[config.mk]
export PLATFORM = sky130hd
export DESIGN_NAME = ntdc_top
export DESIGN_NICKNAME = d
export VERILOG_FILES = /design/src/hdl/ntdc_pkg.sv /design/src/hdl/ntdc_seg_map.sv /design/src/hdl/ntdc_ramp.sv /design/src/hdl/ntdc_top.sv
export VERILOG_INCLUDE_DIRS = /design/src /design/src/hdl
export SDC_FILE = /design/constraint.sdc
export NUM_CORES = 1
export LEC_CHECK = 0
export BUFFER_PORTS_ARGS = -buffer_cell sky130_fd_sc_hd__buf_4
export CAP_MARGIN = 40
export CORE_MARGIN = 10
export CORE_UTILIZATION = 30
export CTS_CLUSTER_DIAMETER = 200
export CTS_CLUSTER_SIZE = 40
export DETAILED_ROUTE_END_ITERATION = 10
export PLACE_DENSITY = 0.55
export SKIP_CTS_REPAIR_TIMING = 1
export SKIP_LAST_GASP = 1
export SLEW_MARGIN = 20
export SYNTH_ARGS = -nofsm -noshare
export SYNTH_HDL_FRONTEND = slang
export SYNTH_HIERARCHICAL = 1
export SYNTH_SLANG_ARGS = --single-unit
[constraint.sdc]
create_clock -name pclk -period 2.3 [get_ports pclk]
set_input_delay 0.46 -clock pclk [delete_from_list [all_inputs] [get_ports pclk]]
set_output_delay 0.46 -clock pclk [all_outputs]
set_load 0.02 [all_outputs]
[src/hdl/ntdc_cfg.svh]
// Purpose: constants for the transmitter driver control block
// Assumes: apb, 32-bit data, one aligned word per register
// Notes: offsets are byte addresses
`ifndef NTDC_CFG_SVH
`define NTDC_CFG_SVH
// ----------------------------------------
// register offsets
// ----------------------------------------
`define NTDC_OFS_OPCTL 12'h000
`define NTDC_OFS_IOCFG 12'h004
`define NTDC_OFS_MODE 12'h008
`define NTDC_OFS_TXDRV 12'h00C
`define NTDC_OFS_PTMOD 12'h010
`define NTDC_OFS_STAT 12'h014
// ----------------------------------------
// field positions
// ----------------------------------------
`define NTDC_OP_TX_EN 0
`define NTDC_OP_RX_EN 1
`define NTDC_OP_PT_MODE 2
`define NTDC_IO_SINGLE 0
`define NTDC_IO_OUTSEL 1
`define NTDC_IO_SLOW 2
`define NTDC_MD_AM 0
`define NTDC_MD_DRI 1
`define NTDC_MD_EXT 2
`define NTDC_MD_POL 3
// ----------------------------------------
// reset values
// ----------------------------------------
`define NTDC_RST_DRES 4'h0
`define NTDC_RST_AMLVL 4'h0
`define NTDC_RST_PTRES 4'h0
`define NTDC_RST_PTMRES 4'h0
// ----------------------------------------
// timing
// ----------------------------------------
`define NTDC_CLK_MHZ 125
`define NTDC_RAMP_STEP_NS 2000
`define NTDC_RAMP_STEP_CYC ((`NTDC_RAMP_STEP_NS * `NTDC_CLK_MHZ) / 1000)
`endif

[src/hdl/ntdc_pkg.sv]
// Purpose: types for the transmitter driver control block
// Assumes: included header holds numbers
// Notes: none
package ntdc_pkg;
   typedef enum logic [1:0] {
      NTDC_SUP_OFF,
      NTDC_SUP_RAMP,
      NTDC_SUP_FULL
   } ntdc_sup_t;
   typedef struct packed {
      logic [7:0] seg_a;
      logic [7:0] seg_b;
      logic carrier_a;
      logic carrier_b;
   } ntdc_drv_t;
   typedef struct packed {
      logic sel_am;
      logic sel_main;
      logic [3:0] am_level;
      logic [7:0] ramp_level;
   } ntdc_sup_ctl_t;
endpackage : ntdc_pkg

[src/hdl/ntdc_seg_map.sv]
// Purpose: maps a 4-bit resistance code onto eight driver segments
// Assumes: code 0 is the lowest resistance
// Notes: pure combinational
`timescale 1ns/1ns
module ntdc_seg_map (
   input wire logic [3:0] code,
   output logic [7:0] seg
);
   // ----------------------------------------
   // decode
   // ----------------------------------------
   // msb segments drop first, raising impedance; binary weights by position
   always_comb begin
      seg = 8'hFF >> code[2:0];
      if (code[3]) begin
         seg = seg & 8'h0F;
      end
   end
endmodule : ntdc_seg_map

[src/hdl/ntdc_ramp.sv]
// Purpose: slow ramp of the driver supply
// Assumes: step period from header
// Notes: level 8'hFF is full supply
`timescale 1ns/1ns
`include "ntdc_cfg.svh"
module ntdc_ramp #(
   parameter int STEP_CYC = `NTDC_RAMP_STEP_CYC
) (
   input wire logic pclk,
   input wire logic presetn,
   input wire logic tx_en,
   input wire logic slow,
   output logic [7:0] level_q,
   output ntdc_pkg::ntdc_sup_t state_q
);
   logic [15:0] cnt_q;
   // the step counter is 16 bits wide, so longer steps cannot be served
   if (STEP_CYC < 1 || STEP_CYC > 65535) begin : g_bad_step
      $error("ntdc_ramp: STEP_CYC out of range");
   end
   // ----------------------------------------
   // supply state
   // ----------------------------------------
   always_ff @(posedge pclk or negedge presetn) begin
      if (!presetn) begin
         state_q <= ntdc_pkg::NTDC_SUP_OFF;
         level_q <= 8'h00;
         cnt_q <= 16'h0000;
      end else if (!tx_en) begin
         state_q <= ntdc_pkg::NTDC_SUP_OFF;
         level_q <= slow ? 8'h00 : 8'hFF; // collapse only in slow mode
         cnt_q <= 16'h0000;
      end else begin
         unique case (state_q)
            ntdc_pkg::NTDC_SUP_OFF: begin
               if (slow) begin
                  state_q <= ntdc_pkg::NTDC_SUP_RAMP;
               end else begin
                  state_q <= ntdc_pkg::NTDC_SUP_FULL;
                  level_q <= 8'hFF;
               end
            end
            ntdc_pkg::NTDC_SUP_RAMP: begin
               if (cnt_q == 16'(STEP_CYC - 1)) begin
                  cnt_q <= 16'h0000;
                  level_q <= level_q + 8'h01;
                  if (level_q == 8'hFE) begin
                     state_q <= ntdc_pkg::NTDC_SUP_FULL;
                  end
               end else begin
                  cnt_q <= cnt_q + 16'h0001;
               end
            end
            ntdc_pkg::NTDC_SUP_FULL: begin
               level_q <= 8'hFF;
            end
         endcase
      end
   end
endmodule : ntdc_ramp

[src/hdl/ntdc_top.sv]
// Purpose: control of the reader rf transmitter drivers
// Assumes: apb slave at 125 MHz; tx_mod and ext_mod_sig come from same-clock logic
// Notes: pt_clk_present is a pin level and is synchronised
//
// The APB slave port and the address map were chosen for this implementation.
`timescale 1ns/1ns
`include "ntdc_cfg.svh"
// Notes on behaviour
// single mode drives one output; selector picks output and receiver pair
// each driver has eight binary weighted switchable segments
// 4-bit resistance field sets idle level; reset is lowest resistance
// msb segments can be switched off for higher impedance
// toggling the selector in single mode moves transmission between outputs
// mode bit picks amplitude modulation or on-off keying
// on-off keying stops the carrier while modulating
// amplitude modulation switches driver supply to am regulator while modulating
// 4-bit am level field sets modulation depth
// software enables am and programs level for the relevant protocols
// separate enables for driver and external load modulation, both allowed
// two 4-bit impedance fields for idle and modulated, any order
// external pin carries load modulation signal when enabled
// polarity bit inverts the external modulation pin
// impedances reach drivers only while extracted clock is present
// without slow ramp, enabling transmitter gives full power at once
// with slow ramp, supply collapses when off and ramps when enabled
// software sets slow ramp, waits 2 ms, enables, then clears it
// transmitter enable is independent of the receiver enable
// modulation-state input switches between idle and modulated settings
module ntdc_top #(
   parameter int STEP_CYC = `NTDC_RAMP_STEP_CYC
) (
   input wire logic pclk,
   input wire logic presetn,
   input wire logic psel,
   input wire logic penable,
   input wire logic pwrite,
   input wire logic [11:0] paddr,
   input wire logic [31:0] pwdata,
   output logic [31:0] prdata,
   output logic pready,
   output logic pslverr,
   input wire logic tx_mod,
   input wire logic ext_mod_sig,
   input wire logic pt_clk_present,
   output ntdc_pkg::ntdc_drv_t drv_q,
   output ntdc_pkg::ntdc_sup_ctl_t sup_q,
   output logic ext_modulation_pin,
   output logic rx_input_sel_b,
   output logic rx_en
);
   // ----------------------------------------
   // registers
   // ----------------------------------------
   logic tx_en_q;
   logic rx_en_q;
   logic pt_mode_q;
   logic single_q;
   logic output_select_q;
   logic slow_q;
   logic am_not_ook_sel_q;
   logic driver_loadmod_en_q;
   logic external_loadmod_en_q;
   logic external_loadmod_invert_q;
   logic [3:0] d_level_q;
   logic [3:0] am_level_q;
   logic [3:0] target_idle_impedance_q;
   logic [3:0] target_mod_impedance_q;
   logic [31:0] prdata_q;
   logic pslverr_q;
   logic pready_q;
   logic ptclk_s1_q;
   logic ptclk_s2_q;
   logic ext_pin_q;
   logic rx_sel_q;
   logic rx_en_o_q;
   ntdc_pkg::ntdc_drv_t drv_d;
   ntdc_pkg::ntdc_sup_ctl_t sup_d;
   logic [7:0] ramp_level;
   ntdc_pkg::ntdc_sup_t ramp_state;
   logic [7:0] seg_idle;
   logic [7:0] seg_pt_idle;
   logic [7:0] seg_pt_mod;
   logic [7:0] seg_sel;
   logic wr_en;
   logic acc;
   logic hit;

   function automatic logic known_addr(input logic [11:0] a);
      known_addr = (a == `NTDC_OFS_OPCTL) || (a == `NTDC_OFS_IOCFG) ||
         (a == `NTDC_OFS_MODE) || (a == `NTDC_OFS_TXDRV) ||
         (a == `NTDC_OFS_PTMOD) || (a == `NTDC_OFS_STAT);
   endfunction : known_addr

   // ----------------------------------------
   // apb slave
   // ----------------------------------------
   // one wait state: setup, first access cycle waits, second completes
   assign acc = psel && penable && !pready_q;
   assign hit = known_addr(paddr);
   assign wr_en = psel && penable && pready_q && pwrite && hit;

   always_ff @(posedge pclk or negedge presetn) begin
      if (!presetn) begin
         pready_q <= 1'b0;
      end else begin
         pready_q <= acc;
      end
   end

   always_ff @(posedge pclk or negedge presetn) begin
      if (!presetn) begin
         prdata_q <= 32'h0000_0000;
         pslverr_q <= 1'b0;
      end else if (acc) begin
         pslverr_q <= !hit;
         prdata_q <= 32'h0000_0000;
         if (!pwrite) begin
            unique case (paddr)
               `NTDC_OFS_OPCTL: prdata_q <= {29'h0, pt_mode_q, rx_en_q, tx_en_q};
               `NTDC_OFS_IOCFG: prdata_q <= {29'h0, slow_q, output_select_q, single_q};
               `NTDC_OFS_MODE: prdata_q <= {28'h0, external_loadmod_invert_q,
                  external_loadmod_en_q, driver_loadmod_en_q, am_not_ook_sel_q};
               `NTDC_OFS_TXDRV: prdata_q <= {24'h0, am_level_q, d_level_q};
               `NTDC_OFS_PTMOD: prdata_q <= {24'h0, target_mod_impedance_q,
                  target_idle_impedance_q};
               `NTDC_OFS_STAT: prdata_q <= {21'h0, ptclk_s2_q, ramp_state, ramp_level};
               default: prdata_q <= 32'h0000_0000;
            endcase
         end
      end else begin
         pslverr_q <= 1'b0;
      end
   end

   always_ff @(posedge pclk or negedge presetn) begin
      if (!presetn) begin
         tx_en_q <= 1'b0;
         rx_en_q <= 1'b0;
         pt_mode_q <= 1'b0;
      end else if (wr_en && paddr == `NTDC_OFS_OPCTL) begin
         tx_en_q <= pwdata[`NTDC_OP_TX_EN];
         rx_en_q <= pwdata[`NTDC_OP_RX_EN];
         pt_mode_q <= pwdata[`NTDC_OP_PT_MODE];
      end
   end

   always_ff @(posedge pclk or negedge presetn) begin
      if (!presetn) begin
         single_q <= 1'b0;
         output_select_q <= 1'b0;
         slow_q <= 1'b0;
      end else if (wr_en && paddr == `NTDC_OFS_IOCFG) begin
         single_q <= pwdata[`NTDC_IO_SINGLE];
         output_select_q <= pwdata[`NTDC_IO_OUTSEL];
         slow_q <= pwdata[`NTDC_IO_SLOW];
      end
   end

   always_ff @(posedge pclk or negedge presetn) begin
      if (!presetn) begin
         am_not_ook_sel_q <= 1'b0;
         driver_loadmod_en_q <= 1'b0;
         external_loadmod_en_q <= 1'b0;
         external_loadmod_invert_q <= 1'b0;
      end else if (wr_en && paddr == `NTDC_OFS_MODE) begin
         am_not_ook_sel_q <= pwdata[`NTDC_MD_AM];
         driver_loadmod_en_q <= pwdata[`NTDC_MD_DRI];
         external_loadmod_en_q <= pwdata[`NTDC_MD_EXT];
         external_loadmod_invert_q <= pwdata[`NTDC_MD_POL];
      end
   end

   always_ff @(posedge pclk or negedge presetn) begin
      if (!presetn) begin
         d_level_q <= `NTDC_RST_DRES;
         am_level_q <= `NTDC_RST_AMLVL;
      end else if (wr_en && paddr == `NTDC_OFS_TXDRV) begin
         d_level_q <= pwdata[3:0];
         am_level_q <= pwdata[7:4];
      end
   end

   always_ff @(posedge pclk or negedge presetn) begin
      if (!presetn) begin
         target_idle_impedance_q <= `NTDC_RST_PTRES;
         target_mod_impedance_q <= `NTDC_RST_PTMRES;
      end else if (wr_en && paddr == `NTDC_OFS_PTMOD) begin
         target_idle_impedance_q <= pwdata[3:0];
         target_mod_impedance_q <= pwdata[7:4];
      end
   end

   // ----------------------------------------
   // extracted clock presence
   // ----------------------------------------
   always_ff @(posedge pclk or negedge presetn) begin
      if (!presetn) begin
         ptclk_s1_q <= 1'b0;
         ptclk_s2_q <= 1'b0;
      end else begin
         ptclk_s1_q <= pt_clk_present;
         ptclk_s2_q <= ptclk_s1_q;
      end
   end

   // ----------------------------------------
   // segment decode and supply ramp
   // ----------------------------------------
   ntdc_seg_map u_map_idle (.code(d_level_q), .seg(seg_idle));
   ntdc_seg_map u_map_pt_idle (.code(target_idle_impedance_q), .seg(seg_pt_idle));
   ntdc_seg_map u_map_pt_mod (.code(target_mod_impedance_q), .seg(seg_pt_mod));

   ntdc_ramp #(.STEP_CYC(STEP_CYC)) u_ramp (
      .pclk(pclk),
      .presetn(presetn),
      .tx_en(tx_en_q),
      .slow(slow_q),
      .level_q(ramp_level),
      .state_q(ramp_state)
   );

   // ----------------------------------------
   // driver control
   // ----------------------------------------
   always_comb begin
      logic drive;
      drive = 1'b0;
      seg_sel = seg_idle;
      sup_d.sel_am = 1'b0;
      sup_d.sel_main = 1'b1;
      sup_d.am_level = am_level_q;
      sup_d.ramp_level = ramp_level;
      if (pt_mode_q) begin
         // impedance only reaches the drivers while the extracted clock runs
         if (ptclk_s2_q && driver_loadmod_en_q) begin
            seg_sel = tx_mod ? seg_pt_mod : seg_pt_idle;
            drive = 1'b1;
         end
      end else if (tx_en_q) begin
         drive = 1'b1;
         if (tx_mod && !am_not_ook_sel_q) begin
            drive = 1'b0;
         end else if (tx_mod && am_not_ook_sel_q) begin
            sup_d.sel_am = 1'b1;
            sup_d.sel_main = 1'b0;
         end
      end
      drv_d.seg_a = (single_q && output_select_q) ? 8'h00 : seg_sel;
      drv_d.seg_b = (single_q && !output_select_q) ? 8'h00 : seg_sel;
      drv_d.carrier_a = drive && !(single_q && output_select_q);
      drv_d.carrier_b = drive && !(single_q && !output_select_q);
      if (!drive) begin
         drv_d.seg_a = 8'h00;
         drv_d.seg_b = 8'h00;
      end
   end

   always_ff @(posedge pclk or negedge presetn) begin
      if (!presetn) begin
         drv_q <= '0;
         sup_q <= '0;
      end else begin
         drv_q <= drv_d;
         sup_q <= sup_d;
      end
   end

   always_ff @(posedge pclk or negedge presetn) begin
      if (!presetn) begin
         ext_pin_q <= 1'b0;
         rx_sel_q <= 1'b0;
         rx_en_o_q <= 1'b0;
      end else begin
         // idle level also follows the polarity so the gate sits at the inactive state
         ext_pin_q <= (external_loadmod_en_q && ext_mod_sig)
            ^ external_loadmod_invert_q;
         rx_sel_q <= single_q && output_select_q;
         rx_en_o_q <= rx_en_q;
      end
   end

   assign prdata = prdata_q;
   assign pready = pready_q;
   assign pslverr = pslverr_q;
   assign ext_modulation_pin = ext_pin_q;
   assign rx_input_sel_b = rx_sel_q;
   assign rx_en = rx_en_o_q;
endmodule : ntdc_top

==> results.txt, run 1 <==
The number of DRC violations after detailed routing is 0, and the final standard cell area without fillers is 0.00607 mm². The tools report the overall via count from detail_route as 3790. The initial antenna violation count came out at 0. The class of the tightest hold or removal check was in -> async. The first-pass GRT wire length is 20300 µm.

STA classifies the critical path endpoint as a register. The clock passes through at most 2 buffers. Predominant post-synthesis flop cell: sky130_fd_sc_hd__dfrtp_1. STA classifies the critical path startpoint as a register. The detailed-route vias per instance works out to 4.92. The tool flagged a number of max-cap violations equal to 0. The tools report the number of buffers added by the clock tree synthesis step as 9. Between clock sinks in the finished design, the worst skew comes to 0.00940 ns. The most common library cell in the layout ignoring fill and taps is sky130_fd_sc_hd__dfrtp_1. Power spread over the standard cell area amounts to 565 mW/mm². The unique cell type count in the Yosys netlist was 61; the total area of sequential cells was 0.00255 mm². The share of the Yosys chip area taken by registers is 50.6%. The critical path is of the reg -> reg type.

The logs give 472 for the number of instances in the synthesized netlist and 42.2% for the power share of the clock group. The largest driver fanout on the critical path is 15, and the number of flops mapped to enable cells by yosys is 0. The H-tree was split into 3 levels.

The mean area per synthesized cell was 10.7 µm²; the global-route congestion overflow total was 0. The total I/O pin count came out at 121. Clock-pin slew was measured on the worst setup and hold paths at 0.07 ns. The layout-stage area growth over the synthesis result works out to 20.2%.

The critical path goes through ha_1 > nor4b_4 > and4_4 > nor2_2 > o21ai_0 > a31oi_1. Input and output buffers added on the ports amount to 75. Combinational logic is responsible for 5.3% of the overall power.

The cell area after technology mapping is 0.00505 mm². The post-route netlist has 27.8% of its cells at a drive strength greater than 1. The placed instances occupy a cell area of 0.00579 mm². In the layout the commonest cells are sky130_fd_sc_hd__dfrtp_1 (102), sky130_fd_sc_hd__buf_4 (85), sky130_fd_sc_hd__nor2_1 (44). In the final layout, the multi-input gates occupy 0.00226 mm². The proportion of total power due to net switching came out at 23.5%.

At the pin with the least slew margin, the transition time is 0.672 ns. The floorplan step defined a die boundary enclosing 0.0224 mm². The first TritonRoute pass finished after 4 iterations. Number of nets with antenna violations after routing: 0.

The overall routed net length was 12700 µm; the via count of the first global-routing pass was 3792. The number of antenna cells inserted is 0. The largest voltage drop on the vdd net was 0.000411 V; the detailed router's first-iteration violation count was 183. The final weighted congestion in routability-driven placement is 0.807, and the area inside the core boundary is 0.0165 mm². The initialized floorplan defines 47 standard-cell rows. After filler insertion, the fill cell instance count of the layout stands at 1650. The number of hold violations in the final report is 0, and the post-layout net count is 603.

The final setup violation count was 0. The flow ran to the end, and the final reports show no timing, DRC or antenna violations. TritonCTS built the clock tree. The clock root buffer is sky130_fd_sc_hd__clkbuf_16. Clock network latency to the later pin of the worst-skew pair: 0.35 ns. Setup repair after global routing left no endpoint under its margin.

Subtracting the final worst setup slack from the clock period gives 1.99 ns. Summed over all nets, the switching power comes to 0.804 mW. The final sum of negative setup slack was 0 ns; the critical path data required time was 2.57 ns.

Summing internal, switching and leakage power gives 3.43 mW. From left edge to right edge, the die measures 150 µm. The largest individual stage delay along the critical path comes from the cell sky130_fd_sc_hd__nor2_2. The die is 150 µm tall.

The count of pins over their slew limit is 0, and the worst endpoint data arrival time is 2.26 ns. The maximum clock frequency is 0.502 GHz, and the share of total power in sequential cells is 52.5%. The half-perimeter wire length of the detailed placement result was 9420 µm. Global routing used 11.4% of the available tracks across all layers. The part of the cycle the worst path needs came out at 86.6%. The initial utilization of the core area, before any placement, comes to 30.6%. The detailed-route wire length per cell was 16.5 µm. After synthesis, the share of flip-flops with an asynchronous set or reset is 100%. The internal power of the cells was 2.63 mW; the maximum number of pins on one net before global-route repair was 103. For the worst relative slew slack, the log shows 54.9%. The clock net sink count was 102. The number of synthesized register bits is 102.

The logs give 2.83 nW for the leakage power total and 6 for the Yosys warning count. The delay of the slowest cell on the worst path was 0.46 ns.
power groups by stage:
stage / sequential, mW / combinational, mW / clock, mW
3_3_place_gp: 1.83 / 0.182 / 0
5_1_grt: 1.80 / 0.203 / 1.58
3_5_place_dp: 1.83 / 0.184 / 0
2_1_floorplan: 1.84 / 0.112 / 0
6_report: 1.80 / 0.183 / 1.45
4_1_cts: 1.80 / 0.184 / 1.50
cell usage after synthesis, types with 9 or more instances:
cell type / count / area [µm²]
sky130_fd_sc_hd__dfrtp_1: 102 / 2550
sky130_fd_sc_hd__nor2_1: 44 / 165
sky130_fd_sc_hd__a21oi_1: 30 / 150
sky130_fd_sc_hd__mux2_2: 27 / 304
sky130_fd_sc_hd__nand2_1: 27 / 101
sky130_fd_sc_hd__buf_4: 24 / 180
sky130_fd_sc_hd__o21ai_0: 18 / 90.1
sky130_fd_sc_hd__nand3_1: 15 / 75.1
sky130_fd_sc_hd__mux2i_1: 14 / 140
sky130_fd_sc_hd__nor3_1: 12 / 60.1
sky130_fd_sc_hd__inv_1: 11 / 41.3
sky130_fd_sc_hd__nand4_1: 9 / 56.3
critical path: cells and delay by family, from the launching register on:
family,cells,cell delay [ns]
AO/OA/AOI/OAI,2,0.39
flip-flops,1,0.43
adder cells (fa/ha/maj),1,0.24
AND/OR/NAND/NOR,3,0.85
area by class of cell:
| class | instances | area share (%) |
|---|---|---|
| Timing Repair Buffer | 86 | 10.8 |
| Sequential cell | 102 | 42.1 |
| Tap cell | 220 | 4.54 |
| Multi-Input combinational cell | 337 | 37.2 |
| Clock buffer | 10 | 3.94 |
| Inverter | 11 | 0.680 |
| Clock inverter | 5 | 0.722 |
metrics by stage:
step	utilization [%]	setup WS (ns)	hold WS, ns	cells
after floorplan	-	0.357	0.164	492
after global placement	35.0	0.192	0.348	756
after detailed placement	35.0	0.157	0.351	756
after CTS	36.7	0.315	0.187	771
after global routing	36.7	0.144	0.197	771
final	36.7	0.309	0.156	771
worst paths after layout:
check,start,to,slack (ns),cells past startpoint
worst max-delay path,u_ramp/cnt_q[0],u_ramp/cnt_q[12],0.31,6
worst min-delay path,presetn,sup_q[11],0.16,2
worst max register to register,u_ramp/cnt_q[0],u_ramp/cnt_q[12],0.31,6
worst min register to register,ptclk_s1_q,ptclk_s2_q,0.38,0
max in group asynchronous,presetn,u_ramp/state_q[1],1.72,2
min in group pclk,pt_clk_present,ptclk_s1_q,0.22,1
metal layers:
metal | wire length [µm] | part of all wire, % | vias to the layer above | global-route usage, %
met5 | 0 | 0 | - | 0
li1 | - | - | 1816 | -
met4 | 167 | 1.3 | 0 | 3.16
met2 | 6470 | 51 | 96 | 19.6
met1 | 5360 | 42 | 1867 | 13.3
met3 | 736 | 5.8 | 11 | 3.74
flip-flops by register name (all words and copies together) (netlist names), 2 cells and up:
signal / count
u_ramp/state_q: 2
target_idle_impedance_q: 4
sup_q: 14
d_level_q: 4
prdata: 11
am_level_q: 4
drv_q: 18
u_ramp/cnt_q: 16
u_ramp/level_q: 8
target_mod_impedance_q: 4
kinds of logic (layout without fill, tap and decap cells):
| family | Yosys count | after routing | synth area share [%] |
|---|---|---|---|
| AND/OR/NAND/NOR | 166 | 166 | 19.7 |
| XOR/XNOR | 3 | 3 | 0.521 |
| adder cells (fa/ha/maj) | 4 | 4 | 0.991 |
| flip-flops | 102 | 102 | 50.6 |
| multiplexers | 43 | 43 | 9.54 |
| buffers and inverters | 53 | 112 | 6.20 |
| other | 4 | 24 | 0.297 |
| AO/OA/AOI/OAI | 97 | 97 | 12.2 |
No activity file was read; power rests on OpenSTA's default activity.
==> run 2, diff against run 1 <==
--- a/config.mk
+++ b/config.mk
@@ -14,6 +14,7 @@
 export CTS_CLUSTER_SIZE = 40
 export DETAILED_ROUTE_END_ITERATION = 10
 export PLACE_DENSITY = 0.55
+export RECOVER_POWER = 25
 export SKIP_CTS_REPAIR_TIMING = 1
 export SKIP_LAST_GASP = 1
 export SLEW_MARGIN = 20
==> run 2 against run 1 <==
- non-clock buffer count unchanged
- hold slack better by 0.081 ns
- utilization down 0.076 points
- largest power group unchanged
- maximum frequency down 0.16%
- cell count unchanged
- global-route usage unchanged
- total power about the same
==> results.txt, run 2 (synthesized netlist as in run 1, its figures left out) <==
In this run the tool buffered the top-level ports with 75 buffer cells. The routed design has 12800 µm of wire. For this run, the share of the core covered by cells in the final layout is 36.6%. Once routing completed, OpenROAD measured the worst setup slack at 0.306 ns. Once placement finished, the instance area stood at 0.00579 mm².

Global routing consumed, over all layers together, 11.4% of the routing resources. The logs give 121 for the total I/O pin count and 103 for the maximum number of pins on one net before global-route repair. The later pin in the worst-skew pair is clocked with a latency of 0.35 ns. The worst setup path is launched from a register. The final setup violation count is 0, and the number of DRC violations after detailed routing is 0. The run gives 0 ns as the final sum of negative setup slack.

The flow ran to the end, and the final reports show no timing, DRC or antenna violations. At the placement stage, the worst setup path has a slack of 0.157 ns. The longest clock path from root to sink contains 2 buffers. More flip-flops sit in one register than any other, and that register is drv_q. Leaving out fill and tap cells, the most frequent cell in the layout is sky130_fd_sc_hd__dfrtp_1. The analysis attributes to net switching a power of 0.806 mW. In this run, flip-flops and latches consume 52.5% of the power. Clock-pin slew was measured on the worst setup and hold paths at 0.06 ns. The library cells used most frequently in the layout, excluding fill and tap cells, are sky130_fd_sc_hd__dfrtp_1 (102), sky130_fd_sc_hd__buf_4 (83), sky130_fd_sc_hd__nor2_1 (44). Net switching is 23.5% of the power.

Filler-free cell count of the finished design: 771. The max-cap violation count was 0. STA puts the critical path data arrival time at 2.26 ns. In this run the power density over the cells is 566 mW/mm².

The classification of the worst setup path was reg -> reg. The number of hold violations in the final report was 0; the number of nets with antenna violations after routing was 0. The analysis attributes to cell leakage a power of 2.82 nW. Dividing the detail-routed wire length by the instance count gives 16.6 µm. Once the floorplan was initialized, standard cells occupied 30.6% of the core. Combinational logic is responsible for 5.3% of the overall power. TritonCTS built the clock tree. Derived from the worst setup path, the maximum achievable clock frequency is 0.501 GHz.

Counting every sink on the clock net gives 102. Sort of element at the end of the critical path: a register. The run gives 0.0165 mm² as the area inside the core boundary.

The part of the cycle the worst path needs is 86.7%. Setup repair after global routing left no endpoint under its margin. The run gives 47 as the count of standard-cell rows. Compared with the post-synthesis result, the final layout area differs by 20.0%.

The worst setup skew after layout is 0.00859 ns, and the number of cells after detailed placement is 756. The run gives 4 as the number of detailed-routing iterations run before antenna repair. The internal power of the cells was 2.62 mW.

Half-perimeter wire length of the detailed placement result: 9420 µm. The tools report the number of antenna cells inserted as 0. The first global-routing pass estimated 20300 µm of wire.

The count of pins over their slew limit is 0. The worst-case IR drop observed on VDD is 0.000411 V. The share of layout cells above drive strength 1 works out to 27.8%. The largest registers in the layout are drv_q (18), u_ramp/cnt_q (16), sup_q (14).

In the routed layout, each cell is associated on average with a via count of 4.94. The smallest clock period supported by the final layout is computed as 1.99 ns. The critical path data required time came out at 2.57 ns. In this run the vertical extent of the chip is 150 µm. The H-tree was split into 3 levels. In this run the horizontal extent of the chip is 150 µm.

The overall via count from detail_route came out at 3808. The register with the most flip-flops in the layout has 18 of them. Largest driver fanout on the critical path: 15. In this run the tightest slew margin relative to its limit is 7.95%.

The finished cells cover 0.00606 mm². The clock root buffer was sky130_fd_sc_hd__clkbuf_16. Final hold analysis gives a worst-case slack of 0.237 ns. TritonCTS created 9 clock buffers. The post-layout net count was 603; the power share of the clock group was 42.3%.

The area of the die is 0.0224 mm², and the detailed router's first-iteration violation count is 185. After global routing the overflow that remains totals 0. The design draws 3.43 mW.

Routability-driven placement finished with a final weighted congestion of 0.807. For the pin with the worst max-slew slack, the measured transition is 1.38 ns. The worst hold path belongs to the class in -> reg. The logs give 3792 for the via count of the first global-routing pass and 0 for the initial antenna violation count.
-- run 2: final cells by class --
type                            instances  area, µm²
Tap cell                              220        275
Clock inverter                          5       43.8
Sequential cell                       102       2550
Clock buffer                           10        239
Fill cell                            1652      10500
Multi-Input combinational cell        337       2260
Inverter                               11       41.3
Timing Repair Buffer                   86        646
-- run 2: critical path, stage by stage, from the launching register on --
cell                      delay (ns)
sky130_fd_sc_hd__dfrtp_1        0.43
sky130_fd_sc_hd__ha_1           0.24
sky130_fd_sc_hd__nor4b_4        0.14
sky130_fd_sc_hd__and4_4         0.25
sky130_fd_sc_hd__nor2_2         0.46
sky130_fd_sc_hd__o21ai_0        0.18
sky130_fd_sc_hd__a31oi_1        0.21
-- run 2: routing by layer --
metal  share of wire [%]  vias to the layer above  global-route usage (%)
li1                    -                     1810                       -
met1                  42                     1888                    13.3
met4                 1.0                        0                    3.16
met5                   0                        -                       0
met3                 5.9                       13                    3.74
met2                  51                       97                    19.6
-- run 2: power by group through the flow --
stage	Sequential (mW)	Combinational, mW	Clock (mW)
after floorplan	1.84	0.112	0
after global placement	1.83	0.182	0
after detailed placement	1.83	0.184	0
after CTS	1.80	0.184	1.50
after global routing	1.80	0.200	1.58
final	1.80	0.180	1.45
-- run 2: path summary, 6_finish.rpt --
kind	start	end	slack, ns	cells past startpoint
worst min register to register	ptclk_s1_q	ptclk_s2_q	0.38	0
worst max-delay path	u_ramp/cnt_q[0]	u_ramp/cnt_q[12]	0.31	6
min in group asynchronous	presetn	sup_q[11]	0.55	2
max in group asynchronous	presetn	sup_q[0]	0.88	2
worst min-delay path	pt_clk_present	ptclk_s1_q	0.24	1
worst max register to register	u_ramp/cnt_q[0]	u_ramp/cnt_q[12]	0.31	6
